==> config.mk <==
export PLATFORM = sky130hd
export DESIGN_NAME = absolute_quadrature_output_groups
export DESIGN_NICKNAME = d
export VERILOG_FILES = /design/src/hdl/aq_pkg.sv /design/src/hdl/absolute_quadrature_output_groups.sv /design/src/hdl/period_timer.sv /design/src/hdl/quad_channel.sv
export VERILOG_INCLUDE_DIRS = /design/src /design/src/hdl
export SDC_FILE = /design/constraint.sdc
export NUM_CORES = 1
export LEC_CHECK = 0
export BUFFER_PORTS_ARGS = -buffer_cell sky130_fd_sc_hd__buf_2
export CELL_PAD_IN_SITES_DETAIL_PLACEMENT = 2
export CELL_PAD_IN_SITES_GLOBAL_PLACEMENT = 2
export CORE_MARGIN = 5
export CORE_UTILIZATION = 41
export DETAILED_ROUTE_END_ITERATION = 8
export GPL_ROUTABILITY_DRIVEN = 0
export GPL_TIMING_DRIVEN = 0
export PLACE_DENSITY_LB_ADDON = 0.1
export SYNTH_ARGS = -nofsm -noshare
export SYNTH_HDL_FRONTEND = slang
export SYNTH_SLANG_ARGS = --single-unit
==> constraint.sdc <==
create_clock -name i_ref_clk -period 16.4 [get_ports i_ref_clk]
set_input_delay 1.64 -clock i_ref_clk [delete_from_list [all_inputs] [get_ports i_ref_clk]]
set_output_delay 1.64 -clock i_ref_clk [all_outputs]
set_load 0.005 [all_outputs]
==> src/hdl/aq_cfg.svh <==
// Timing and range constants for the absolute quadrature output groups
`ifndef AQ_CFG_SVH
`define AQ_CFG_SVH

// System clock
`define AQ_CLK_HZ 200000000
`define AQ_CLK_NS 5

// Position refresh tick, also the startup delay step (1.5625 ms)
`define AQ_TICK_NS 1562500
`define AQ_TICK_CYC (`AQ_TICK_NS / `AQ_CLK_NS)

// State emission rate limits in states per second
`define AQ_FAST_HZ 6900
`define AQ_SLOW_HZ 770
// Shortest state period rounds up, longest rounds down
`define AQ_FAST_CYC ((`AQ_CLK_HZ + `AQ_FAST_HZ - 1) / `AQ_FAST_HZ)
`define AQ_SLOW_CYC (`AQ_CLK_HZ / `AQ_SLOW_HZ)

// Startup delay limits in milliseconds
`define AQ_DELAY_MIN_MS 2
`define AQ_DELAY_MAX_MS 102000
`define AQ_DELAY_DEF_MS 500
// Delay in ticks, least time rounds up, longest and default round down
`define AQ_MS_NS 64'd1000000
`define AQ_DELAY_MIN_TK \
    ((`AQ_DELAY_MIN_MS * `AQ_MS_NS + `AQ_TICK_NS - 1) / `AQ_TICK_NS)
`define AQ_DELAY_MAX_TK ((`AQ_DELAY_MAX_MS * `AQ_MS_NS) / `AQ_TICK_NS)
`define AQ_DELAY_DEF_TK ((`AQ_DELAY_DEF_MS * `AQ_MS_NS) / `AQ_TICK_NS)

// Resolution limits in cycles per revolution, four states per cycle
`define AQ_CPR_MIN 1
`define AQ_CPR_MAX 9000
`define AQ_STATES_PER_CYC 4

// Drain pattern during reset: both index lines asserted
`define AQ_DRAIN_RST 6'h24

// Bit position of the PWM line inside each group
`define AQ_PWM_BIT_G0 1
`define AQ_PWM_BIT_G1 0

`endif

==> src/hdl/aq_pkg.sv <==
// Types and helper functions for the absolute quadrature output groups
package aq_pkg;

    // Output mode of one group
    typedef enum logic [1:0] {
        MODE_MANUAL,
        MODE_QUAD,
        MODE_TILT,
        MODE_PWM
    } mode_e;

    // Quadrature channel sequence
    typedef enum logic [1:0] {
        ST_WAIT,
        ST_IDX_LOW,
        ST_IDX_HIGH,
        ST_TRACK
    } chan_state_e;

    // Forward distance from one position to another on a circle of span
    function automatic logic [15:0] fwd_dist(input logic [15:0] to,
                                             input logic [15:0] from,
                                             input logic [15:0] span);
        logic [16:0] wrap;
        wrap = {1'b0, to} + {1'b0, span} - {1'b0, from};
        if (to >= from) begin
            return to - from;
        end
        return wrap[15:0];
    endfunction

    // Phase pair {b, a} for a position, one bit changes per step
    function automatic logic [1:0] gray_ba(input logic [1:0] pos);
        return {pos[1], pos[1] ^ pos[0]};
    endfunction

endpackage

==> src/hdl/absolute_quadrature_output_groups.sv <==
// Six open-drain outputs in two groups with absolute quadrature emulation
`timescale 1ns/1ps
`include "aq_cfg.svh"
module absolute_quadrature_output_groups
    import aq_pkg::*;
#(
    parameter int TICK_CYC = `AQ_TICK_CYC, // Refresh and delay tick
    parameter int FAST_CYC = `AQ_FAST_CYC, // Shortest state period
    parameter int SLOW_CYC = `AQ_SLOW_CYC, // Longest state period
    parameter int TW = 19 // Timer width
) (
    input wire logic i_ref_clk, // System clock, 200 MHz
    input wire logic i_nrst, // Async reset, active low
    input wire mode_e i_group0_mode, // Group 0 output mode
    input wire mode_e i_group1_mode, // Group 1 output mode
    input wire logic [1:0] i_group0_axis, // Group 0 axis, 0 to 2
    input wire logic [1:0] i_group1_axis, // Group 1 axis, 0 to 2
    input wire logic [2:0][15:0] i_axis_pos, // Axis position in states
    input wire logic [2:0][15:0] i_zero_pos, // Zero reference in states
    input wire logic [13:0] i_cpr, // Cycles per revolution
    input wire logic [15:0] i_startup_ticks, // Startup delay, 0 = default
    input wire logic [TW-1:0] i_state_period, // Cycles per state
    input wire logic [5:0] i_manual_bits, // Manual mode levels
    input wire logic [1:0] i_below_limit_flag, // Tilt below limit, per group
    input wire logic [1:0] i_hysteresis_latch_out, // Tilt latch, per group
    input wire logic [1:0] i_above_limit_flag, // Tilt above limit, per group
    input wire logic [1:0] i_pwm_level, // PWM level, per group
    output logic [5:0] o_drain_on, // Drain switch on, line pulled low
    output logic [5:0] o_drain_level, // Driven level, always low
    output logic o_startup_done // Startup delay has expired
);
    //////////////////////////////////////////////////////////////////////
    // Configuration clamps
    //////////////////////////////////////////////////////////////////////
    logic [15:0] span;
    logic [15:0] next_span;
    logic [TW-1:0] period;
    logic [TW-1:0] next_period;
    logic [15:0] delay_limit;
    logic [15:0] next_delay_limit;
    logic [13:0] cpr_eff;

    // Clamp resolution, rate and delay into their legal ranges
    always_comb begin
        cpr_eff = i_cpr;
        if (i_cpr < 14'(`AQ_CPR_MIN)) begin
            cpr_eff = 14'(`AQ_CPR_MIN);
        end else if (i_cpr > 14'(`AQ_CPR_MAX)) begin
            cpr_eff = 14'(`AQ_CPR_MAX);
        end
        next_span = 16'(cpr_eff) * 16'(`AQ_STATES_PER_CYC);
        next_period = i_state_period;
        if (i_state_period < TW'(FAST_CYC)) begin
            next_period = TW'(FAST_CYC);
        end else if (i_state_period > TW'(SLOW_CYC)) begin
            next_period = TW'(SLOW_CYC);
        end
        next_delay_limit = i_startup_ticks;
        if (i_startup_ticks == 16'h0) begin
            next_delay_limit = 16'(`AQ_DELAY_DEF_TK);
        end else if (i_startup_ticks < 16'(`AQ_DELAY_MIN_TK)) begin
            next_delay_limit = 16'(`AQ_DELAY_MIN_TK);
        end else if (i_startup_ticks > 16'(`AQ_DELAY_MAX_TK)) begin
            next_delay_limit = 16'(`AQ_DELAY_MAX_TK);
        end
    end

    // Configuration registers
    always_ff @(posedge i_ref_clk or negedge i_nrst) begin
        if (!i_nrst) begin
            span <= 16'(`AQ_CPR_MAX * `AQ_STATES_PER_CYC);
            period <= TW'(FAST_CYC);
            delay_limit <= 16'(`AQ_DELAY_DEF_TK);
        end else begin
            span <= next_span;
            period <= next_period;
            delay_limit <= next_delay_limit;
        end
    end

    //////////////////////////////////////////////////////////////////////
    // Timing: refresh tick and state slot
    //////////////////////////////////////////////////////////////////////
    logic frame_tick;
    logic step_tick;

    // Fixed 1.5625 ms tick, also the 640 Hz refresh
    period_timer #(.W(TW)) u_frame_timer (
        .i_ref_clk(i_ref_clk),
        .i_nrst(i_nrst),
        .i_period(TW'(TICK_CYC)),
        .o_tick(frame_tick)
    );

    // Programmable state slot
    period_timer #(.W(TW)) u_step_timer (
        .i_ref_clk(i_ref_clk),
        .i_nrst(i_nrst),
        .i_period(period),
        .o_tick(step_tick)
    );

    //////////////////////////////////////////////////////////////////////
    // Startup delay
    //////////////////////////////////////////////////////////////////////
    logic [15:0] delay_count;
    logic [15:0] next_delay_count;
    logic started;
    logic next_started;

    // Count delay ticks until the programmed limit
    always_comb begin
        next_delay_count = delay_count;
        next_started = started;
        if (!started) begin
            if (delay_count >= delay_limit) begin
                next_started = 1'b1;
            end else if (frame_tick) begin
                next_delay_count = delay_count + 16'h1;
            end
        end
    end

    // Delay registers
    always_ff @(posedge i_ref_clk or negedge i_nrst) begin
        if (!i_nrst) begin
            delay_count <= '0;
            started <= 1'b0;
        end else begin
            delay_count <= next_delay_count;
            started <= next_started;
        end
    end

    //////////////////////////////////////////////////////////////////////
    // Quadrature channels
    //////////////////////////////////////////////////////////////////////
    logic [1:0][15:0] target;
    logic [1:0][1:0] axis_sel;
    logic [1:0] quad_a;
    logic [1:0] quad_b;
    logic [1:0] quad_index;

    // Target relative to the chosen zero reference
    always_comb begin
        axis_sel[0] = (i_group0_axis > 2'h2) ? 2'h2 : i_group0_axis;
        axis_sel[1] = (i_group1_axis > 2'h2) ? 2'h2 : i_group1_axis;
        for (int g = 0; g < 2; g++) begin
            target[g] = fwd_dist(i_axis_pos[axis_sel[g]],
                                 i_zero_pos[axis_sel[g]], span);
        end
    end

    // One tracker per group, independent of settings traffic
    for (genvar g = 0; g < 2; g++) begin : g_chan
        quad_channel u_chan (
            .i_ref_clk(i_ref_clk),
            .i_nrst(i_nrst),
            .i_start(started),
            .i_step(step_tick),
            .i_frame(frame_tick),
            .i_target(target[g]),
            .i_span(span),
            .o_a(quad_a[g]),
            .o_b(quad_b[g]),
            .o_index(quad_index[g])
        );
    end

    //////////////////////////////////////////////////////////////////////
    // Output mapping
    //////////////////////////////////////////////////////////////////////
    logic [5:0] next_drain_on;
    mode_e grp_mode [2];

    // Route each group by its mode
    always_comb begin
        grp_mode[0] = i_group0_mode;
        grp_mode[1] = i_group1_mode;
        next_drain_on = '0;
        for (int g = 0; g < 2; g++) begin
            case (grp_mode[g])
                MODE_MANUAL: begin
                    next_drain_on[3*g +: 3] = i_manual_bits[3*g +: 3];
                end
                MODE_QUAD: begin
                    next_drain_on[3*g +: 3] =
                        {quad_index[g], quad_b[g], quad_a[g]};
                end
                MODE_TILT: begin
                    next_drain_on[3*g +: 3] = {i_above_limit_flag[g],
                        i_hysteresis_latch_out[g], i_below_limit_flag[g]};
                end
                MODE_PWM: begin
                    if (g == 0) begin
                        next_drain_on[`AQ_PWM_BIT_G0] = i_pwm_level[0];
                    end else begin
                        next_drain_on[3 + `AQ_PWM_BIT_G1] = i_pwm_level[1];
                    end
                end
                default: next_drain_on[3*g +: 3] = 3'h0;
            endcase
        end
    end

    // Asserted bit turns the drain on and pulls the line low
    always_ff @(posedge i_ref_clk or negedge i_nrst) begin
        if (!i_nrst) begin
            o_drain_on <= `AQ_DRAIN_RST;
            o_drain_level <= 6'h0;
            o_startup_done <= 1'b0;
        end else begin
            o_drain_on <= next_drain_on;
            o_drain_level <= 6'h0;
            o_startup_done <= started;
        end
    end

    //////////////////////////////////////////////////////////////////////
    // Checks
    //////////////////////////////////////////////////////////////////////
    property p_pwm_zero;
        @(posedge i_ref_clk) disable iff (!i_nrst)
        ((i_group0_mode == MODE_PWM)
            |=> (o_drain_on[0] == 1'b0 && o_drain_on[2] == 1'b0))
        and ((i_group1_mode == MODE_PWM)
            |=> (o_drain_on[5:4] == 2'h0));
    endproperty
    a_pwm_zero: assert property (p_pwm_zero) else $error("pwm spare on");

    property p_pwm_bit;
        @(posedge i_ref_clk) disable iff (!i_nrst)
        (i_group1_mode == MODE_PWM) |=> (o_drain_on[3] == $past(i_pwm_level[1]));
    endproperty
    a_pwm_bit: assert property (p_pwm_bit) else $error("pwm bit wrong");

    property p_quad_map;
        @(posedge i_ref_clk) disable iff (!i_nrst)
        (i_group0_mode == MODE_QUAD)
            |=> (o_drain_on[2:0] == $past({quad_index[0], quad_b[0], quad_a[0]}));
    endproperty
    a_quad_map: assert property (p_quad_map) else $error("quad map wrong");

    property p_rate;
        @(posedge i_ref_clk) disable iff (!i_nrst)
        (period >= TW'(FAST_CYC)) && (period <= TW'(SLOW_CYC));
    endproperty
    a_rate: assert property (p_rate) else $error("rate out of range");

    property p_delay;
        @(posedge i_ref_clk) disable iff (!i_nrst)
        $rose(started) |-> $past(delay_count) >= $past(delay_limit);
    endproperty
    a_delay: assert property (p_delay) else $error("delay ended early");

    property p_held;
        @(posedge i_ref_clk) disable iff (!i_nrst)
        (!started && i_group0_mode == MODE_QUAD)
            |=> (o_drain_on[2:0] == 3'h4);
    endproperty
    a_held: assert property (p_held) else $error("startup hold broken");

    property p_span;
        @(posedge i_ref_clk) disable iff (!i_nrst)
        (span >= 16'(`AQ_STATES_PER_CYC))
            && (span <= 16'(`AQ_CPR_MAX * `AQ_STATES_PER_CYC));
    endproperty
    a_span: assert property (p_span) else $error("span out of range");

    property p_tick_gap;
        @(posedge i_ref_clk) disable iff (!i_nrst)
        frame_tick |=> !frame_tick [*2];
    endproperty
    a_tick_gap: assert property (p_tick_gap) else $error("tick too close");
endmodule

==> src/hdl/period_timer.sv <==
// Free running timer giving a one cycle pulse every period cycles
`timescale 1ns/1ps
module period_timer #(
    parameter int W = 19
) (
    input wire logic i_ref_clk, // System clock
    input wire logic i_nrst, // Async reset, active low
    input wire logic [W-1:0] i_period, // Period in cycles, at least 1
    output logic o_tick // One cycle pulse
);
    logic [W-1:0] count;
    logic [W-1:0] next_count;
    logic next_tick;

    // Wrap when the period is reached
    always_comb begin
        next_tick = 1'b0;
        next_count = count + 1'b1;
        if (next_count >= i_period) begin
            next_count = '0;
            next_tick = 1'b1;
        end
    end

    // State registers
    always_ff @(posedge i_ref_clk or negedge i_nrst) begin
        if (!i_nrst) begin
            count <= '0;
            o_tick <= 1'b0;
        end else begin
            count <= next_count;
            o_tick <= next_tick;
        end
    end
endmodule

==> src/hdl/quad_channel.sv <==
// Absolute quadrature tracker for one output group
`timescale 1ns/1ps
module quad_channel
    import aq_pkg::*;
(
    input wire logic i_ref_clk, // System clock
    input wire logic i_nrst, // Async reset, active low
    input wire logic i_start, // Startup delay has expired
    input wire logic i_step, // One state slot of the emission rate
    input wire logic i_frame, // Position refresh tick
    input wire logic [15:0] i_target, // Absolute position in states
    input wire logic [15:0] i_span, // States per revolution
    output logic o_a, // Phase A
    output logic o_b, // Phase B
    output logic o_index // Index
);
    chan_state_e state;
    chan_state_e next_state;
    logic [15:0] count;
    logic [15:0] next_count;
    logic [15:0] goal;
    logic [15:0] next_goal;
    logic [15:0] up_dist;
    logic [1:0] next_ba;
    logic next_index;

    // Sequence: wait, clear the counter with index, then track the goal
    always_comb begin
        next_state = state;
        next_count = count;
        next_goal = goal;
        up_dist = fwd_dist(goal, count, i_span);
        if (i_frame && i_target < i_span) begin
            next_goal = i_target;
        end
        case (state)
            ST_WAIT: begin
                if (i_start) begin
                    next_state = ST_IDX_LOW;
                end
            end
            ST_IDX_LOW: begin
                if (i_step) begin
                    next_state = ST_IDX_HIGH;
                end
            end
            ST_IDX_HIGH: begin
                if (i_step) begin
                    next_state = ST_TRACK;
                    next_count = '0;
                end
            end
            ST_TRACK: begin
                if (i_step && up_dist != 16'h0) begin
                    // Shorter way round wins
                    if (up_dist <= (i_span >> 1)) begin
                        next_count = count + 16'h1;
                        if (next_count >= i_span) begin
                            next_count = '0;
                        end
                    end else if (count == 16'h0) begin
                        next_count = i_span - 16'h1;
                    end else begin
                        next_count = count - 16'h1;
                    end
                end
            end
            default: next_state = ST_WAIT;
        endcase
        // Phases and index for the next state
        next_ba = 2'h0;
        next_index = 1'b0;
        case (next_state)
            ST_WAIT: next_index = 1'b1;
            ST_IDX_LOW: next_index = 1'b0;
            ST_IDX_HIGH: next_index = 1'b1;
            ST_TRACK: begin
                next_ba = gray_ba(next_count[1:0]);
                next_index = (next_count == 16'h0);
            end
            default: next_index = 1'b1;
        endcase
    end

    // State registers, index high from reset on
    always_ff @(posedge i_ref_clk or negedge i_nrst) begin
        if (!i_nrst) begin
            state <= ST_WAIT;
            count <= '0;
            goal <= '0;
            o_a <= 1'b0;
            o_b <= 1'b0;
            o_index <= 1'b1;
        end else begin
            state <= next_state;
            count <= next_count;
            goal <= next_goal;
            o_a <= next_ba[0];
            o_b <= next_ba[1];
            o_index <= next_index;
        end
    end

    property p_hold;
        @(posedge i_ref_clk) disable iff (!i_nrst)
        (state == ST_WAIT) |-> (o_index && !o_a && !o_b);
    endproperty
    a_hold: assert property (p_hold) else $error("startup levels wrong");

    property p_gray;
        @(posedge i_ref_clk) disable iff (!i_nrst)
        ({o_b, o_a} != $past({o_b, o_a})) |->
            ($countones({o_b, o_a} ^ $past({o_b, o_a})) == 1);
    endproperty
    a_gray: assert property (p_gray) else $error("two phases moved");

    property p_index;
        @(posedge i_ref_clk) disable iff (!i_nrst)
        (state == ST_TRACK && o_index) |-> (!o_a && !o_b && count == 16'h0);
    endproperty
    a_index: assert property (p_index) else $error("index off zero");

    property p_paced;
        @(posedge i_ref_clk) disable iff (!i_nrst)
        (state == ST_TRACK && !i_step) |=> $stable(count);
    endproperty
    a_paced: assert property (p_paced) else $error("step without slot");

    property p_short;
        @(posedge i_ref_clk) disable iff (!i_nrst)
        (state == ST_TRACK && i_step && up_dist != 16'h0
            && up_dist <= (i_span >> 1) && count + 16'h1 < i_span)
            |=> (count == $past(count) + 16'h1);
    endproperty
    a_short: assert property (p_short) else $error("wrong direction");
endmodule

==> results.sh <==
export IMPL_initial_utilization=0.4126
export IMPL_slew_viol_final=0
export IMPL_place_ws_ns=6.503
export IMPL_num_io_pins=182
export IMPL_peakVddDrop_uv=83.46
export IMPL_die_area_um2=58680
export IMPL_routed_wirelength_um=90520
export IMPL_run_status="completed"
export IMPL_p_per_area_nw_per_um2=67.97
export IMPL_drc=0
export IMPL_switching_share=0.4241
export IMPL_clock_root_buffer="clkbuf_16"
export IMPL_core_area_um2=53600
export IMPL_rsz0062_at_grt="false"
export IMPL_clock_sinks=187
export IMPL_viasPerCell=6.011
export IMPL_clock_power_share=0.273
export IMPL_cts_setup_buffers=0
export IMPL_yosys_area_top_type_share=0.1901
export IMPL_port_buffers=171
export IMPL_clk_insertion_delay_late_ns=0.51
export IMPL_fp_dieH_um=242.2
export IMPL_setup_tns_final_ns=0
export IMPL_cts_made_buffers=17
export IMPL_syn_inst=2668
export IMPL_fin_ws_ns=6.936
export IMPL_fin_crit_sh=0.5771
export IMPL_cts_resized_gates=0
export IMPL_yosys_warnings=0
export IMPL_yosysSeqAreaShare=0.2127
export IMPL_design_area_um2=24520
export IMPL_max_cap_violations=0
export IMPL_yosys_area_top_type="dfrtp_1"
export IMPL_vias=21490
export IMPL_ys_flop_type="dfrtp_1"
export IMPL_die_w_um=242.2
export IMPL_power_frac_comb=0.439
export IMPL_hold_ws_ns=0.4588
export IMPL_arrival_ns=9.86
export IMPL_fillers=6151
export IMPL_start_kind="input pin"
export IMPL_max_stage_delay_ns=0.72
export IMPL_layout_drive_gt1_share=0.1150
export IMPL_async_flop_share=1.000
export IMPL_worst_slew_pin_slew_ns=1.037
export IMPL_clkSlewWorstSetupHoldPaths_ns=0.09
export IMPL_grt_pass1_vias=24028
export IMPL_finalSetupViolations=0
export IMPL_synthTopCellsByArea="dfrtp_1 (19%), ha_1 (14%), xnor2_1 (5.9%), fa_1 (5.4%), mux2i_1 (4.7%)"
export IMPL_clockBufferDepth=2
export IMPL_htreeDepth=4
export IMPL_grt_max_degree=106
export IMPL_endpoint_kind="register"
export IMPL_avgRoutedWirePerCell_um=25.32
export IMPL_holdCritPathClass="reg2reg"
export IMPL_crit_top_cell="o21ai_0"
export IMPL_worstPathRequired_ns=16.80
export IMPL_cts_tree="done"
export IMPL_cp_max_fo=10
export IMPL_timing_fmax_mhz=105.7
export IMPL_critPathKind="in2reg"
export IMPL_p_seq_frac=0.289
export IMPL_leakage_nw=11.59
export IMPL_place_area_um2=23900
export IMPL_min_period_ns=9.464
export IMPL_slowest_stage="buf_1"
export IMPL_hold_violations=0
export IMPL_dp_hpwl_um=74190
export IMPL_antenna_found_initial=1
export IMPL_synth_distinct_cells=97
export IMPL_synth_area_um2=22110
export IMPL_num_antenna_cells=0
export IMPL_grt_overflow=0
export IMPL_ant_nets=0
export IMPL_fin_skew_ns=0.02342
export IMPL_first_pass_iters=5
export IMPL_syn_area_per_cell_um2=8.289
export IMPL_drt_iter0_drc=1055
export IMPL_area_growth_pct=10.87
export IMPL_ctsHoldBuffers=0
export IMPL_ys_seq_elements=187
export IMPL_grt_pass1_wl_um=139600
export IMPL_grtUsageTotal=0.3009
export IMPL_slew_headroom=0.3017
export IMPL_p_int_uw=959.8
export IMPL_final_nets=3346
export IMPL_power_switching_uw=706.9
export IMPL_synth_edf_count=0
export IMPL_rows=85
==> placed cells by master (no fill, tap or decap), types with 32 or more instances in the layout <==
cell type / n
clkbuf_1: 68
o21a_1: 32
nand2_1: 197
xor2_1: 59
nor2b_1: 48
ha_1: 251
dfrtp_1: 168
a21oi_1: 176
nand3_1: 67
o21ai_0: 166
fa_1: 60
nand4_1: 41
buf_2: 179
mux2_2: 38
nor3_1: 62
a21o_1: 50
nor2_1: 198
mux2i_1: 104
inv_1: 243
xnor2_1: 149
==> sequential cells by signal, summed over array words and instances, names as in the netlist <==
| name | count |
|---|---|
| o_startup_done | 1 |
| g_chan.u_chan.o_index | 2 |
| g_chan.u_chan.state | 4 |
| u_step_timer.o_tick | 1 |
| span | 14 |
| delay_count | 16 |
| delay_limit | 16 |
| g_chan.u_chan.count | 32 |
| started | 1 |
| g_chan.u_chan.goal | 32 |
| g_chan.u_chan.o_a | 2 |
| g_chan.u_chan.o_b | 2 |
| period | 19 |
| u_frame_timer.count | 19 |
| u_frame_timer.o_tick | 1 |
| u_step_timer.count | 19 |
| o_drain_on | 6 |
==> stage by stage <==
| stage | std cells | power (mW) | utilization |
|---|---|---|---|
| 6_report | 3575 | 1.667 | 0.4574 |
| 2_1_floorplan | 2674 | 0.9511 | - |
| 4_1_cts | 3574 | 1.671 | 0.4573 |
| 3_3_place_gp | 3541 | 1.148 | 0.4452 |
| 5_1_grt | 3575 | 1.758 | 0.4574 |
| 3_5_place_dp | 3542 | 1.203 | 0.4459 |
==> worst max-delay path, delay by kind of cell <==
kind	cells	cell delay [ns]
and+or+nand+nor	7	0.77
adders and majority gates	2	0.81
AOI/OAI and AO/OA	16	3.65
muxes	2	0.55
buffers and inverters	6	2.40
==> metal layers <==
layer	vias up	part of all wire	track usage
met5	-	0	0
met4	0	0.039	0.1168
met3	173	0.051	0.05064
met2	541	0.49	0.5226
met1	10931	0.42	0.3744
li1	9845	-	-
==> final cells by class <==
class | instances | area (um^2) | share of cell area
buffer | 102 | 461.7 | 0.01883
clock buffer | 17 | 425.4 | 0.01735
clock inverter | 15 | 186.4 | 0.007603
inverter | 245 | 919.6 | 0.03751
multi-input combinational | 2140 | 16050 | 0.6547
sequential | 187 | 4703 | 0.1918
tap | 696 | 870.8 | 0.03552
timing repair buffer | 173 | 898.4 | 0.03664
==> cell usage after synthesis, drive strengths merged, types with 62 or more instances <==
cell    number
ha         251
o21ai      176
nand3       67
a21oi      178
nor2       198
nand2      197
mux2i      104
dfrtp      168
inv        243
xnor2      149
nor3        62
clkbuf      68
==> power groups by stage <==
stage / clock network (mW) / registers (mW) / logic, mW
2_1_floorplan: 0 / 0.486 / 0.465
3_3_place_gp: 0 / 0.489 / 0.659
3_5_place_dp: 0 / 0.490 / 0.713
4_1_cts: 0.465 / 0.481 / 0.725
5_1_grt: 0.479 / 0.482 / 0.797
6_report: 0.454 / 0.481 / 0.731
==> cell families after synthesis <==
logic type               after synthesis  synth area share
AO/OA/AOI/OAI                        663            0.1950
flip-flops                           187            0.2127
buffers and inverters                347           0.06246
AND/OR/NAND/NOR                      806            0.1816
multiplexers                         144           0.06846
other                                  1         0.0001696
adder cells (fa/ha/maj)              311            0.1963
XOR/XNOR                             209           0.08339
==> final timing paths <==
path | from | end | slack (ns) | cells past startpoint
min | u_frame_timer.count[18] | u_frame_timer.count[16] | 0.46 | 1
min reg2reg | u_frame_timer.count[18] | u_frame_timer.count[16] | 0.46 | 1
max in group asynchronous | i_nrst | u_step_timer.count[3] | 14.29 | 2
max reg2reg | span[2] | g_chan[1].u_chan.o_index | 7.78 | 28
max | i_group1_axis[0] | g_chan[1].u_chan.goal[11] | 6.94 | 33
min in group asynchronous | i_nrst | o_drain_on[0] | 1.11 | 1
(Power assumes the default switching activity.)
